===== config.mk =====
export PLATFORM = sky130hd
export DESIGN_NAME = pcg_port_ctrl
export DESIGN_NICKNAME = d
export VERILOG_FILES = /design/src/pcg_pkg.sv /design/src/pcg_port_ctrl.sv
export SDC_FILE = /design/constraint.sdc
export NUM_CORES = 1
export LEC_CHECK = 0
export BUFFER_PORTS_ARGS = -buffer_cell sky130_fd_sc_hd__buf_2
export CAP_MARGIN = 20
export CELL_PAD_IN_SITES_DETAIL_PLACEMENT = 0
export CELL_PAD_IN_SITES_GLOBAL_PLACEMENT = 1
export CORE_MARGIN = 1.5
export CORE_UTILIZATION = 44
export CTS_CLUSTER_DIAMETER = 120
export CTS_CLUSTER_SIZE = 8
export DETAILED_ROUTE_END_ITERATION = 12
export PLACE_DENSITY_LB_ADDON = 0.1
export SYNTH_ARGS = -nofsm -noshare
export SYNTH_HDL_FRONTEND = slang
export SYNTH_SLANG_ARGS = --single-unit

===== constraint.sdc =====
create_clock -name clk -period 4.4 [get_ports clk]
set_input_delay 1.32 -clock clk [delete_from_list [all_inputs] [get_ports clk]]
set_output_delay 1.32 -clock clk [all_outputs]
set_load 0.03 [all_outputs]

===== src/pcg_pkg.sv =====
// Purpose: shared constants for the port clock, key reset and group 0 block
// Assumes: 32-bit AXI4-Lite register bus, 16-bit registers in the low half
// Notes:   offsets are byte addresses of aligned words
package pcg_pkg;
  localparam logic [7:0]  OFS_CLK_CTL   = 8'h00;
  localparam logic [7:0]  OFS_GRP_SUM   = 8'h04;
  localparam logic [7:0]  OFS_G0_DATA   = 8'h10;
  localparam logic [7:0]  OFS_G0_IOEN   = 8'h14;
  localparam logic [7:0]  OFS_G0_PULL   = 8'h18;
  localparam logic [7:0]  OFS_G0_IFLG   = 8'h1C;
  localparam logic [7:0]  OFS_G0_ICTL   = 8'h20;
  localparam logic [7:0]  OFS_G0_FILT   = 8'h24;
  localparam logic [7:0]  OFS_G0_MODE   = 8'h28;
  localparam logic [7:0]  OFS_G0_FUNC   = 8'h2C;
  localparam int          NPINS         = 7;
  localparam int          HI_POS        = 8;
  localparam int          DBG_POS       = 8;
  localparam int          DIV_POS       = 4;
  localparam int          KEY_POS       = 2;
  localparam int          SRC_POS       = 0;
  localparam int          NGROUPS       = 13;
  localparam logic [1:0]  SRC_INTOSC    = 2'h0;
  localparam logic [1:0]  SRC_CRYSTAL   = 2'h1;
  localparam logic [1:0]  SRC_HSOSC     = 2'h2;
  localparam logic [1:0]  SRC_EXTCLK    = 2'h3;
  localparam logic [1:0]  KEY_OFF       = 2'h0;
  localparam logic [1:0]  KEY_PINS2     = 2'h1;
  localparam logic [1:0]  KEY_PINS3     = 2'h2;
  localparam logic [1:0]  KEY_PINS4     = 2'h3;
  localparam logic [1:0]  FN_DEDICATED  = 2'h0;
  localparam logic [1:0]  FN_UNIVERSAL  = 2'h1;
  localparam logic [15:0] RST_VAL       = 16'h0000;
  localparam logic [1:0]  RESP_OKAY     = 2'h0;
  localparam logic [1:0]  RESP_SLVERR   = 2'h2;
  localparam int          FILT_SAMPLES  = 4;
endpackage


===== src/pcg_port_ctrl.sv =====
// Purpose: port controller clocking, key-entry reset, group summary and port group 0
// Assumes: pins already synchronous to clk; source clocks arrive as clk-rate ticks
// Notes:   divided operating clock is a one-cycle tick stream, not a real clock
//
// Operation
// - debug_run_enable 1 keeps operating tick running in debug, 0 stops it.
// - divider_select in clock register bits 7..4 sets source division ratio.
// - key_reset_config 3/2/1 resets when pins 3..0, 2..0 or 1..0 all low.
// - key_reset_config 0 disables key-entry reset entirely.
// - source_select picks internal, crystal, high-speed oscillator or external input.
// - oscillator sources divided by two to the power n; external input undivided.
// - divided tick period is the sampling interval of every enabled filter.
// - source codes whose oscillator is absent are refused on write.
// - summary bits 12..0 show pending flags per group; bits 15..13 read zero.
// - summary bit clears when software clears the causing per-port flag.
// - summary bits exist only for groups with interrupt support.
// - group 0 offers GPIO and input interrupt functions.
// - seven pins, fields at 14..8 and 6..0, reserved bits zero, reset zero.
// - mode 0 gives GPIO; mode 1 function 0 dedicated, 1 universal multiplexer.
// - edge select 1 flags falling edges, 0 flags rising edges.
// - flag reads 1 after its cause; writing 1 clears, writing 0 no effect.
// - filter enable 1 passes input through filter, 0 bypasses it.
//
// The register offsets and the AXI4-Lite slave port were left to the implementer.
`timescale 1ns/1ps
`default_nettype none
module pcg_port_ctrl #(
  parameter logic [3:0]  SRC_PRESENT = 4'hF,
  parameter logic [12:0] GRP_HAS_IRQ = 13'h0001
) (
  input  wire logic                clk,
  input  wire logic                rstn,
  input  wire logic [3:0]          src_tick,
  input  wire logic                debug_mode,
  input  wire logic [12:1]         other_group_pending,
  input  wire logic [6:0]          pin_in,
  output logic      [6:0]          pin_out,
  output logic      [6:0]          pin_oe_n,
  output logic      [6:0]          pull_enable,
  output logic      [6:0]          pull_up,
  output logic      [6:0]          periph_sel,
  output logic      [13:0]         func_code,
  output logic                     op_tick,
  output logic                     key_reset_req,
  output logic                     irq,
  input  wire logic [31:0]         s_axi_awaddr,
  input  wire logic                s_axi_awvalid,
  output logic                     s_axi_awready,
  input  wire logic [31:0]         s_axi_wdata,
  input  wire logic [3:0]          s_axi_wstrb,
  input  wire logic                s_axi_wvalid,
  output logic                     s_axi_wready,
  output logic      [1:0]          s_axi_bresp,
  output logic                     s_axi_bvalid,
  input  wire logic                s_axi_bready,
  input  wire logic [31:0]         s_axi_araddr,
  input  wire logic                s_axi_arvalid,
  output logic                     s_axi_arready,
  output logic      [31:0]         s_axi_rdata,
  output logic      [1:0]          s_axi_rresp,
  output logic                     s_axi_rvalid,
  input  wire logic                s_axi_rready
);
  ////////////////////////////////////////////////////////////////////////////
  logic [15:0] clk_ctl_r;
  logic [6:0]  out_r;
  logic [6:0]  ien_r;
  logic [6:0]  oen_r;
  logic [6:0]  pdpu_r;
  logic [6:0]  ren_r;
  logic [6:0]  iflag_r;
  logic [6:0]  edge_r;
  logic [6:0]  ie_r;
  logic [6:0]  filt_r;
  logic [6:0]  sel_r;
  logic [13:0] fnc_r;
  logic [14:0] div_cnt_r;
  logic [6:0]  filt_val_r;
  logic [6:0]  prev_r;
  logic [12:0] summary;
  logic [6:0]  pin_eff;
  logic [1:0]  src;
  logic [3:0]  divn;
  logic        src_pulse;
  logic        div_hit;
  logic        op_tick_nxt;

  ////////////////////////////////////////////////////////////////////////////
  // bus slave: address and data taken in either order, latched until both seen
  logic [7:0]  aw_addr_r;
  logic        aw_have_r;
  logic [31:0] w_data_r;
  logic [3:0]  w_strb_r;
  logic        w_have_r;
  logic        wr_go;
  logic        wr_hit;
  logic [15:0] wd;
  logic        wlo;
  logic        whi;

  // each ready stays low from its own handshake until the answer is taken,
  // so a second write can never overtake the one being answered
  assign wr_go = aw_have_r && w_have_r && !s_axi_bvalid;
  assign wd    = w_data_r[15:0];
  assign wlo   = wr_go && w_strb_r[0];
  assign whi   = wr_go && w_strb_r[1];

  always_ff @(posedge clk) begin
    if (!rstn) begin
      aw_have_r     <= 1'b0;
      aw_addr_r     <= 8'h00;
      s_axi_awready <= 1'b0;
    end else if (wr_go) begin
      aw_have_r     <= 1'b0;
      s_axi_awready <= 1'b0;
    end else if (s_axi_awvalid && s_axi_awready) begin
      aw_have_r     <= 1'b1;
      aw_addr_r     <= s_axi_awaddr[7:0];
      s_axi_awready <= 1'b0;
    end else begin
      s_axi_awready <= !aw_have_r && !s_axi_bvalid;
    end
  end

  always_ff @(posedge clk) begin
    if (!rstn) begin
      w_have_r     <= 1'b0;
      w_data_r     <= 32'h0000_0000;
      w_strb_r     <= 4'h0;
      s_axi_wready <= 1'b0;
    end else if (wr_go) begin
      w_have_r     <= 1'b0;
      s_axi_wready <= 1'b0;
    end else if (s_axi_wvalid && s_axi_wready) begin
      w_have_r     <= 1'b1;
      w_data_r     <= s_axi_wdata;
      w_strb_r     <= s_axi_wstrb;
      s_axi_wready <= 1'b0;
    end else begin
      s_axi_wready <= !w_have_r && !s_axi_bvalid;
    end
  end

  always_comb begin
    case (aw_addr_r)
      pcg_pkg::OFS_CLK_CTL, pcg_pkg::OFS_GRP_SUM, pcg_pkg::OFS_G0_DATA,
      pcg_pkg::OFS_G0_IOEN, pcg_pkg::OFS_G0_PULL, pcg_pkg::OFS_G0_IFLG,
      pcg_pkg::OFS_G0_ICTL, pcg_pkg::OFS_G0_FILT, pcg_pkg::OFS_G0_MODE,
      pcg_pkg::OFS_G0_FUNC: wr_hit = 1'b1;
      default:              wr_hit = 1'b0;
    endcase
  end

  always_ff @(posedge clk) begin
    if (!rstn) begin
      s_axi_bvalid <= 1'b0;
      s_axi_bresp  <= pcg_pkg::RESP_OKAY;
    end else if (wr_go) begin
      s_axi_bvalid <= 1'b1;
      s_axi_bresp  <= wr_hit ? pcg_pkg::RESP_OKAY : pcg_pkg::RESP_SLVERR;
    end else if (s_axi_bready) begin
      s_axi_bvalid <= 1'b0;
    end
  end

  ////////////////////////////////////////////////////////////////////////////
  // clock control register; a refused source code leaves the old source in place
  always_ff @(posedge clk) begin
    if (!rstn) begin
      clk_ctl_r <= pcg_pkg::RST_VAL;
    end else if (aw_addr_r == pcg_pkg::OFS_CLK_CTL) begin
      if (wlo) begin
        clk_ctl_r[7:2] <= wd[7:2];
        if (SRC_PRESENT[wd[1:0]])
          clk_ctl_r[1:0] <= wd[1:0];
      end
      if (whi)
        clk_ctl_r[pcg_pkg::DBG_POS] <= wd[pcg_pkg::DBG_POS];
    end
  end

  // group 0 control registers, all zero at reset, reserved bits never stored
  always_ff @(posedge clk) begin
    if (!rstn) begin
      out_r  <= 7'h00;
      ien_r  <= 7'h00;
      oen_r  <= 7'h00;
      pdpu_r <= 7'h00;
      ren_r  <= 7'h00;
      edge_r <= 7'h00;
      ie_r   <= 7'h00;
      filt_r <= 7'h00;
      sel_r  <= 7'h00;
      fnc_r  <= 14'h0000;
    end else begin
      if (aw_addr_r == pcg_pkg::OFS_G0_DATA && whi) out_r <= wd[14:8];
      if (aw_addr_r == pcg_pkg::OFS_G0_IOEN) begin
        if (whi) ien_r <= wd[14:8];
        if (wlo) oen_r <= wd[6:0];
      end
      if (aw_addr_r == pcg_pkg::OFS_G0_PULL) begin
        if (whi) pdpu_r <= wd[14:8];
        if (wlo) ren_r <= wd[6:0];
      end
      if (aw_addr_r == pcg_pkg::OFS_G0_ICTL) begin
        if (whi) edge_r <= wd[14:8];
        if (wlo) ie_r <= wd[6:0];
      end
      if (aw_addr_r == pcg_pkg::OFS_G0_FILT && wlo) filt_r <= wd[6:0];
      if (aw_addr_r == pcg_pkg::OFS_G0_MODE && wlo) sel_r <= wd[6:0];
      if (aw_addr_r == pcg_pkg::OFS_G0_FUNC) begin
        if (wlo) fnc_r[7:0] <= wd[7:0];
        if (whi) fnc_r[13:8] <= wd[13:8];
      end
    end
  end

  ////////////////////////////////////////////////////////////////////////////
  // operating tick: oscillator tick divided by 2**n, external tick undivided, gated in debug mode
  assign src  = clk_ctl_r[1:0];
  assign divn = clk_ctl_r[7:4];
  assign src_pulse = src_tick[src] && !(debug_mode && !clk_ctl_r[pcg_pkg::DBG_POS]);
  assign div_hit = (src == pcg_pkg::SRC_EXTCLK) ||
                   ((div_cnt_r & ((15'h0001 << divn) - 15'h0001)) ==
                    ((15'h0001 << divn) - 15'h0001));
  assign op_tick_nxt = src_pulse && div_hit;

  // counter is cleared only by reset: a new divider takes effect at once, so the
  // first operating period after a change may come short
  always_ff @(posedge clk) begin
    if (!rstn) begin
      div_cnt_r <= 15'h0000;
      op_tick   <= 1'b0;
    end else begin
      if (src_pulse) div_cnt_r <= div_cnt_r + 15'h0001;
      op_tick <= op_tick_nxt;
    end
  end

  ////////////////////////////////////////////////////////////////////////////
  // per-pin filter: a new level is accepted after FILT_SAMPLES equal samples
  genvar g;
  generate
    for (g = 0; g < pcg_pkg::NPINS; g++) begin : g_pin
      logic [2:0] cnt_r;
      logic       val_r;
      // each pin keeps its own filtered level so no vector has several writers
      assign filt_val_r[g] = val_r;
      always_ff @(posedge clk) begin
        if (!rstn) begin
          cnt_r <= 3'h0;
          val_r <= 1'b0;
        end else if (op_tick_nxt) begin
          if (pin_in[g] == val_r) begin
            cnt_r <= 3'h0;
          end else if (cnt_r == 3'(pcg_pkg::FILT_SAMPLES - 1)) begin
            cnt_r <= 3'h0;
            val_r <= pin_in[g];
          end else begin
            cnt_r <= cnt_r + 3'h1;
          end
        end
      end
      // gpio input gated by its enable; peripheral mode hides the pin
      assign pin_eff[g] = ien_r[g] && !sel_r[g] &&
                          (filt_r[g] ? filt_val_r[g] : pin_in[g]);
    end
  endgenerate

  ////////////////////////////////////////////////////////////////////////////
  // interrupt flags: set wins over a clearing write in the same cycle
  // edges are judged on the gated input, so an input held disabled raises no flag
  logic [6:0] edge_hit;
  assign edge_hit = (edge_r & prev_r & ~pin_eff) |
                    (~edge_r & ~prev_r & pin_eff);
  always_ff @(posedge clk) begin
    if (!rstn) begin
      prev_r  <= 7'h00;
      iflag_r <= 7'h00;
    end else begin
      prev_r <= pin_eff;
      if (aw_addr_r == pcg_pkg::OFS_G0_IFLG && wlo)
        iflag_r <= (iflag_r & ~wd[6:0]) | edge_hit;
      else
        iflag_r <= iflag_r | edge_hit;
    end
  end

  // summary is derived, so it follows the flags with no write path
  // groups without interrupt support read zero through the parameter mask
  assign summary = {other_group_pending, |iflag_r} & GRP_HAS_IRQ;

  ////////////////////////////////////////////////////////////////////////////
  // pin drive, key reset and interrupt outputs, all registered
  // raw pins, not filtered: a held key combination must reset even when
  // the operating tick is stopped
  logic key_low;
  always_comb begin
    case (clk_ctl_r[3:2])
      pcg_pkg::KEY_PINS4: key_low = (pin_in[3:0] == 4'h0);
      pcg_pkg::KEY_PINS3: key_low = (pin_in[2:0] == 3'h0);
      pcg_pkg::KEY_PINS2: key_low = (pin_in[1:0] == 2'h0);
      default:            key_low = 1'b0;
    endcase
  end

  // pulls act only on undriven gpio pins; peripheral mode leaves the pin to its owner
  always_ff @(posedge clk) begin
    if (!rstn) begin
      pin_out       <= 7'h00;
      pin_oe_n      <= 7'h7F;
      pull_enable   <= 7'h00;
      pull_up       <= 7'h00;
      periph_sel    <= 7'h00;
      func_code     <= 14'h0000;
      key_reset_req <= 1'b0;
      irq           <= 1'b0;
    end else begin
      pin_out       <= out_r;
      pin_oe_n      <= ~(oen_r & ~sel_r);
      pull_enable   <= ren_r & ~oen_r & ~sel_r;
      pull_up       <= pdpu_r;
      periph_sel    <= sel_r;
      func_code     <= fnc_r;
      key_reset_req <= key_low;
      irq           <= |(iflag_r & ie_r) || |summary[12:1];
    end
  end

  ////////////////////////////////////////////////////////////////////////////
  // read channel: one read at a time, answer one cycle after the address
  // the register is chosen from the live address; the master holds it
  // until arready has been seen, so the sample is taken while it stands
  logic [15:0] rd_val;
  logic        rd_hit;
  always_comb begin
    rd_hit = 1'b1;
    case (s_axi_araddr[7:0])
      pcg_pkg::OFS_CLK_CTL: rd_val = {7'h00, clk_ctl_r[8:0]};
      pcg_pkg::OFS_GRP_SUM: rd_val = {3'h0, summary};
      pcg_pkg::OFS_G0_DATA: rd_val = {1'b0, out_r, 1'b0, pin_eff};
      pcg_pkg::OFS_G0_IOEN: rd_val = {1'b0, ien_r, 1'b0, oen_r};
      pcg_pkg::OFS_G0_PULL: rd_val = {1'b0, pdpu_r, 1'b0, ren_r};
      pcg_pkg::OFS_G0_IFLG: rd_val = {9'h000, iflag_r};
      pcg_pkg::OFS_G0_ICTL: rd_val = {1'b0, edge_r, 1'b0, ie_r};
      pcg_pkg::OFS_G0_FILT: rd_val = {9'h000, filt_r};
      pcg_pkg::OFS_G0_MODE: rd_val = {9'h000, sel_r};
      pcg_pkg::OFS_G0_FUNC: rd_val = {2'h0, fnc_r};
      default: begin
        rd_val = 16'h0000;
        rd_hit = 1'b0;
      end
    endcase
  end

  always_ff @(posedge clk) begin
    if (!rstn) begin
      s_axi_arready <= 1'b0;
      s_axi_rvalid  <= 1'b0;
      s_axi_rdata   <= 32'h0000_0000;
      s_axi_rresp   <= pcg_pkg::RESP_OKAY;
    end else if (s_axi_arvalid && s_axi_arready) begin
      s_axi_arready <= 1'b0;
      s_axi_rvalid  <= 1'b1;
      s_axi_rdata   <= {16'h0000, rd_val};
      s_axi_rresp   <= rd_hit ? pcg_pkg::RESP_OKAY : pcg_pkg::RESP_SLVERR;
    end else if (s_axi_rvalid) begin
      if (s_axi_rready) s_axi_rvalid <= 1'b0;
    end else begin
      s_axi_arready <= 1'b1;
    end
  end
endmodule // pcg_port_ctrl
`default_nettype wire


# Word level (Yosys, flattened, before mapping)
# Cells that the tools add are included.
# totals
reg_bits	247
latchBits	0
ramBits	0
mem_bits_ro	0
inputBits	131
out_inout_bits	93
elab_cells	245
mem_count	0
# classes
add_sub_neg	9
n_mul	0
div	0
magnitude_cmp	2
n_eq_ne	37
shifts	1
muxes	37
bitwise_logic	29
reduce_logical	77
# op_table
op	count
one-hot mux 15 bit (10 select lines)	1
equality test 8 x 5 -> 1 bit, second input constant	8
equality test 8 x 6 -> 1 bit, second input constant	8
AND 7 bit	9
inverter 7 bit	7
2-to-1 mux 3 bit	14
logical AND 1 bit	30
AND reduction 2 bit	12
AND reduction 3 bit	8
adder 3 x 1 -> 3 bit, second input constant	7
equality test 3 x 2 -> 1 bit, second input constant	7
OR 7 bit	3
OR reduction 10 bit	2
equality test 8 x 3 -> 1 bit, second input constant	2
logical NOT 8 bit	2
2-to-1 mux 1 bit	16
adder 15 x 1 -> 15 bit, second input constant	1
AND 15 bit	1
equality test 15 bit	1
left shift 1 x 4 -> 15 bit, first input constant	1
subtractor 15 x 1 -> 15 bit, second input constant	1
OR reduction 7 bit	2
logical NOT 1 bit	12
inverter 1 bit	9
15 further kinds	28

# Longest topological paths before layout
# depth
ltp_word	8
mapped_depth	13
ltp_nobuf	10

# Worst setup path after synthesis
# No wires, ideal clock.
# synth_timing
path_type	input to register
from	input debug_mode
to	register g_pin[1].cnt_r[0]
setup_time_ps	126
t_arrival_ps	2877
slack_ps	1396
path_stages	8
n_path_buf	1
path_cell_list	nor2b_1 -> or3_1 -> a32oi_1 -> nor4b_1 -> nand3_2 -> nand2_4 -> buf_8 -> o22ai_1
# synth_via
elab_chain_cells	4
# synth_lines
item	line	rtl
start: declaration	pcg_port_ctrl.sv:34	input wire logic debug_mode,
logical AND 1 bit	pcg_port_ctrl.sv:222	assign src_pulse = src_tick[src] && !(debug_mode && !clk_ctl_r[pcg_pkg::DBG_POS]);
logical NOT 1 bit	pcg_port_ctrl.sv:222	
logical AND 1 bit	pcg_port_ctrl.sv:222	
logical AND 1 bit	pcg_port_ctrl.sv:226	assign op_tick_nxt = src_pulse && div_hit;
end signal: assignment	pcg_port_ctrl.sv:260	cnt_r <= cnt_r + 3'h1;
end: declaration	pcg_port_ctrl.sv:245	logic [2:0] cnt_r;
# No other way between the ends.
# A chain may end at the register's enable or synchronous reset.

# Worst setup path in the final report
# layout_timing
from	register clk_ctl_r[4]
to	register g_pin[1].cnt_r[1]
# layout_via
elab_chain_cells	6
# layout_lines
item	line	rtl
start: declaration	pcg_port_ctrl.sv:65	logic [15:0] clk_ctl_r;
start signal: assignment	pcg_port_ctrl.sv:170	clk_ctl_r <= pcg_pkg::RST_VAL;
start signal: assignment	pcg_port_ctrl.sv:173	clk_ctl_r[7:2] <= wd[7:2];
start signal: indexed assignment	pcg_port_ctrl.sv:178	clk_ctl_r[pcg_pkg::DBG_POS] <= wd[pcg_pkg::DBG_POS];
left shift 1 x 4 -> 15 bit *	pcg_port_ctrl.sv:224, pcg_port_ctrl.sv:225	
subtractor 15 x 1 -> 15 bit *	pcg_port_ctrl.sv:224, pcg_port_ctrl.sv:225	
AND 15 bit	pcg_port_ctrl.sv:224	((div_cnt_r & ((15'h0001 << divn) - 15'h0001)) ==
equality test 15 bit *	pcg_port_ctrl.sv:224	
logical OR 1 bit *	pcg_port_ctrl.sv:223	assign div_hit = (src == pcg_pkg::SRC_EXTCLK) ||
logical AND 1 bit *	pcg_port_ctrl.sv:226	
# Mark *: on every way between the ends. The rest lies on a longest branch, timed or not.

==> impl_metrics.env <==
export IMPL_worst_setup_path_type="reg -> reg"
export IMPL_initialDrtViolationCount=575
export IMPL_fin_tns_setup_ns=0
export IMPL_clkPwrFrac=0.497
export IMPL_initial_core_util=0.4522
export IMPL_clk_pin_slew_worst_paths_ns=0.05
export IMPL_die_area_mm2=0.02441
export IMPL_finalHoldViolCount=0
export IMPL_synth_seq_area_share=0.4728
export IMPL_synth_main_ff_cell="dfxtp_1"
export IMPL_vias=8409
export IMPL_finalSetupViolations=0
export IMPL_report_final_slew_viol_count=0
export IMPL_rsz0062_at_grt="false"
export IMPL_crit_fanout=18
export IMPL_cts_buffers=36
export IMPL_port_buffers=125
export IMPL_nets=1405
export IMPL_core_mm2=0.02285
export IMPL_cts_resized=0
export IMPL_grt_max_degree=87
export IMPL_drive_gt1_frac=0.1539
export IMPL_min_period_ns=3.388
export IMPL_ys_types=66
export IMPL_n_antenna_cell=0
export IMPL_use_met2=0.3479
export IMPL_slew_headroom=0.2960
export IMPL_fin_area_mm2=0.01211
export IMPL_drv_cap=0
export IMPL_finalCritPeriodShare=0.7700
export IMPL_start_kind="flop"
export IMPL_r2r_start="clk_ctl_r[4]"
export IMPL_hpwl_mm=20.01
export IMPL_drtPass1Iterations=5
export IMPL_cp_arrival_ns=3.81
export IMPL_finClkSkew_ns=0.01157
export IMPL_synth_enable_flop_cells=0
export IMPL_comb_power_share=0.045
export IMPL_power_switching_mw=1.099
export IMPL_ioPinCount=224
export IMPL_layout_commonest_cell="dfxtp_1"
export IMPL_dpl_cell_area_mm2=0.01111
export IMPL_viasPerCell=5.322
export IMPL_mostFrequentLayoutCells="dfxtp_1 (244), nand2_1 (174), nor2_1 (134)"
export IMPL_p_int_mw=3.873
export IMPL_netlist_area_mm2=0.01033
export IMPL_finalPower_mw=4.972
export IMPL_syn_instance_count=1155
export IMPL_routedWlPerCell_um=18.12
export IMPL_grt_usage=0.2371
export IMPL_syn_avg_cell_area_um2=8.945
export IMPL_required_ns=4.83
export IMPL_ir_drop_mv=0.2376
export IMPL_cts_root_buffer="clkbuf_16"
export IMPL_finalWirelength_mm=28.64
export IMPL_grt_busiest_layer="met1"
export IMPL_area_growth_pct=17.20
export IMPL_die_x_um=156.2
export IMPL_globalRouteMet3Util=0.04154
export IMPL_worstSetupStartpoint="clk_ctl_r[4]"
export IMPL_htreeDepth=2
export IMPL_outcome="finished, final reports clean"
export IMPL_first_global_vias=7824
export IMPL_ys_warn_count=0
export IMPL_holdCritPathClass="reg -> reg"
export IMPL_cts_tree="yes"
export IMPL_pwr_share_seq=0.458
export IMPL_hold_buffers=0
export IMPL_globalRouteMet1Util=0.3531
export IMPL_die_h_um=156.2
export IMPL_clockBufferDepth=3
export IMPL_end_kind="flop"
export IMPL_place_gp_congestion=0.9008
export IMPL_power_leakage_nw=5.217
export IMPL_grt_overflow=0
export IMPL_max_freq_ghz=0.2952
export IMPL_post_cts_buffers=0
export IMPL_tightest_slew_ns=1.052
export IMPL_antenna_found_initial=0
export IMPL_rows=55
export IMPL_insertion_delay_ns=0.50
export IMPL_hp_start="g_pin[1].cnt_r[2]"
export IMPL_cts_sinks=244
export IMPL_drcViolationCount=0
export IMPL_switching_share=0.2210
export IMPL_whs_ns=0.4217
export IMPL_ys_ff_latch=244
export IMPL_synth_async_reset_ratio=0
export IMPL_ant_nets=0
export IMPL_grt_pass1_wl_mm=44.57
export IMPL_powerDensity_mw_per_mm2=410.6
layout make-up:
type | count | area, um^2
Clock buffer | 38 | 950.9
Fill cell | 2233 | 10740
Multi-Input combinational cell | 839 | 5077
Clock inverter | 2 | 46.29
Inverter | 7 | 28.78
Timing Repair Buffer | 137 | 728.2
Tap cell | 313 | 391.6
Sequential cell | 244 | 4885
cells by family (layout without fill, tap and decap cells):
| group | after synthesis | after routing | synth area share |
|---|---|---|---|
| AO/OA/AOI/OAI | 176 | 176 | 0.1114 |
| other | 1 | 19 | 0.0003630 |
| adder cells (fa/ha/maj) | 9 | 9 | 0.01090 |
| multiplexers | 113 | 113 | 0.1098 |
| XOR/XNOR | 21 | 21 | 0.01780 |
| buffers and inverters | 90 | 184 | 0.04227 |
| AND/OR/NAND/NOR | 501 | 501 | 0.2346 |
| flip-flops | 244 | 244 | 0.4728 |
critical path: stages (launching register included):
cell and delay, ns:
dfxtp_1 0.42, or4_4 0.59, ha_1 0.36, nor2b_1 0.19, o2111ai_1 0.28, o2111ai_2 0.19, a2111oi_4 0.39, nand3_2 0.32
nand2_4 0.34, mux2i_1 0.23
per-stage QoR:
| stage | setup WS [ns] | cells | util |
|---|---|---|---|
| finish | 1.012 | 1580 | 0.5300 |
| detailed placement | 0.9032 | 1540 | 0.4863 |
| global route | 0.7943 | 1580 | 0.5300 |
| CTS | 1.019 | 1580 | 0.5300 |
| global placement | 0.9152 | 1539 | 0.4860 |
| floorplan | 1.396 | 1173 | - |
final timing paths:
kind                            cells after the start  slack, ns                 to
worst max register to register                      9       1.01  g_pin[1].cnt_r[1]
worst min register to register                      2       0.42  g_pin[1].cnt_r[2]
worst max-delay path                                9       1.01  g_pin[1].cnt_r[1]
worst min-delay path                                2       0.42  g_pin[1].cnt_r[2]
Yosys cell counts, types with 2 or more instances:
master / instances / share of area
nor4b_2: 2 / 0.0029
mux2i_1: 110 / 0.11
a221oi_1: 9 / 0.0076
and2_1: 47 / 0.028
buf_1: 6 / 0.0022
nand4b_1: 2 / 0.0017
nand4_1: 11 / 0.0067
xnor2_1: 7 / 0.0059
or3_1: 3 / 0.0018
nor4_1: 5 / 0.0030
o22ai_1: 7 / 0.0042
nand2b_1: 18 / 0.011
mux2_2: 3 / 0.0033
a222oi_1: 2 / 0.0019
ha_1: 9 / 0.011
nor2_1: 134 / 0.049
nor3_1: 9 / 0.0044
dfxtp_1: 244 / 0.47
xor2_1: 14 / 0.012
a31oi_1: 13 / 0.0079
nor4b_1: 9 / 0.0076
o21ai_0: 31 / 0.015
and4_1: 2 / 0.0017
a22oi_1: 18 / 0.013
buf_4: 20 / 0.015
nand3b_1: 18 / 0.013
nand3_1: 30 / 0.015
o211a_1: 2 / 0.0019
or2_2: 2 / 0.0012
a32o_1: 5 / 0.0048
o2111ai_1: 5 / 0.0042
nor2b_1: 10 / 0.0061
a32oi_1: 3 / 0.0025
clkbuf_1: 51 / 0.019
a21o_1: 3 / 0.0022
inv_1: 7 / 0.0025
nor3b_1: 7 / 0.0051
buf_2: 4 / 0.0019
nand2_1: 174 / 0.063
a221o_1: 4 / 0.0039
and3_1: 9 / 0.0054
a21oi_1: 62 / 0.030
state kept, by name, summed over array words and instances (netlist names), 8 cells and up:
| register | count |
|---|---|
| clk_ctl_r | 9 |
| aw_addr_r | 8 |
| func_code | 14 |
| g_pin.cnt_r | 21 |
| w_data_r | 15 |
| div_cnt_r | 15 |
| s_axi_rdata | 15 |
| fnc_r | 14 |
power groups by stage:
stage	sequential, mW	clock [mW]	combinational (mW)
floorplan	2.31	0	0.164
global placement	2.32	0	0.223
detailed placement	2.32	0	0.224
CTS	2.27	2.53	0.225
global route	2.28	2.62	0.248
finish	2.28	2.47	0.224
per-layer routing:
metal  part of all wire  vias to the layer above  wire length [um]
li1                   -                     4190                 -
met1               0.49                     3920             14110
met2               0.42                      261             12000
met3              0.069                       38              1969
met4              0.019                        0               554
met5                  0                        -                 0
(Power assumes the default switching activity.)
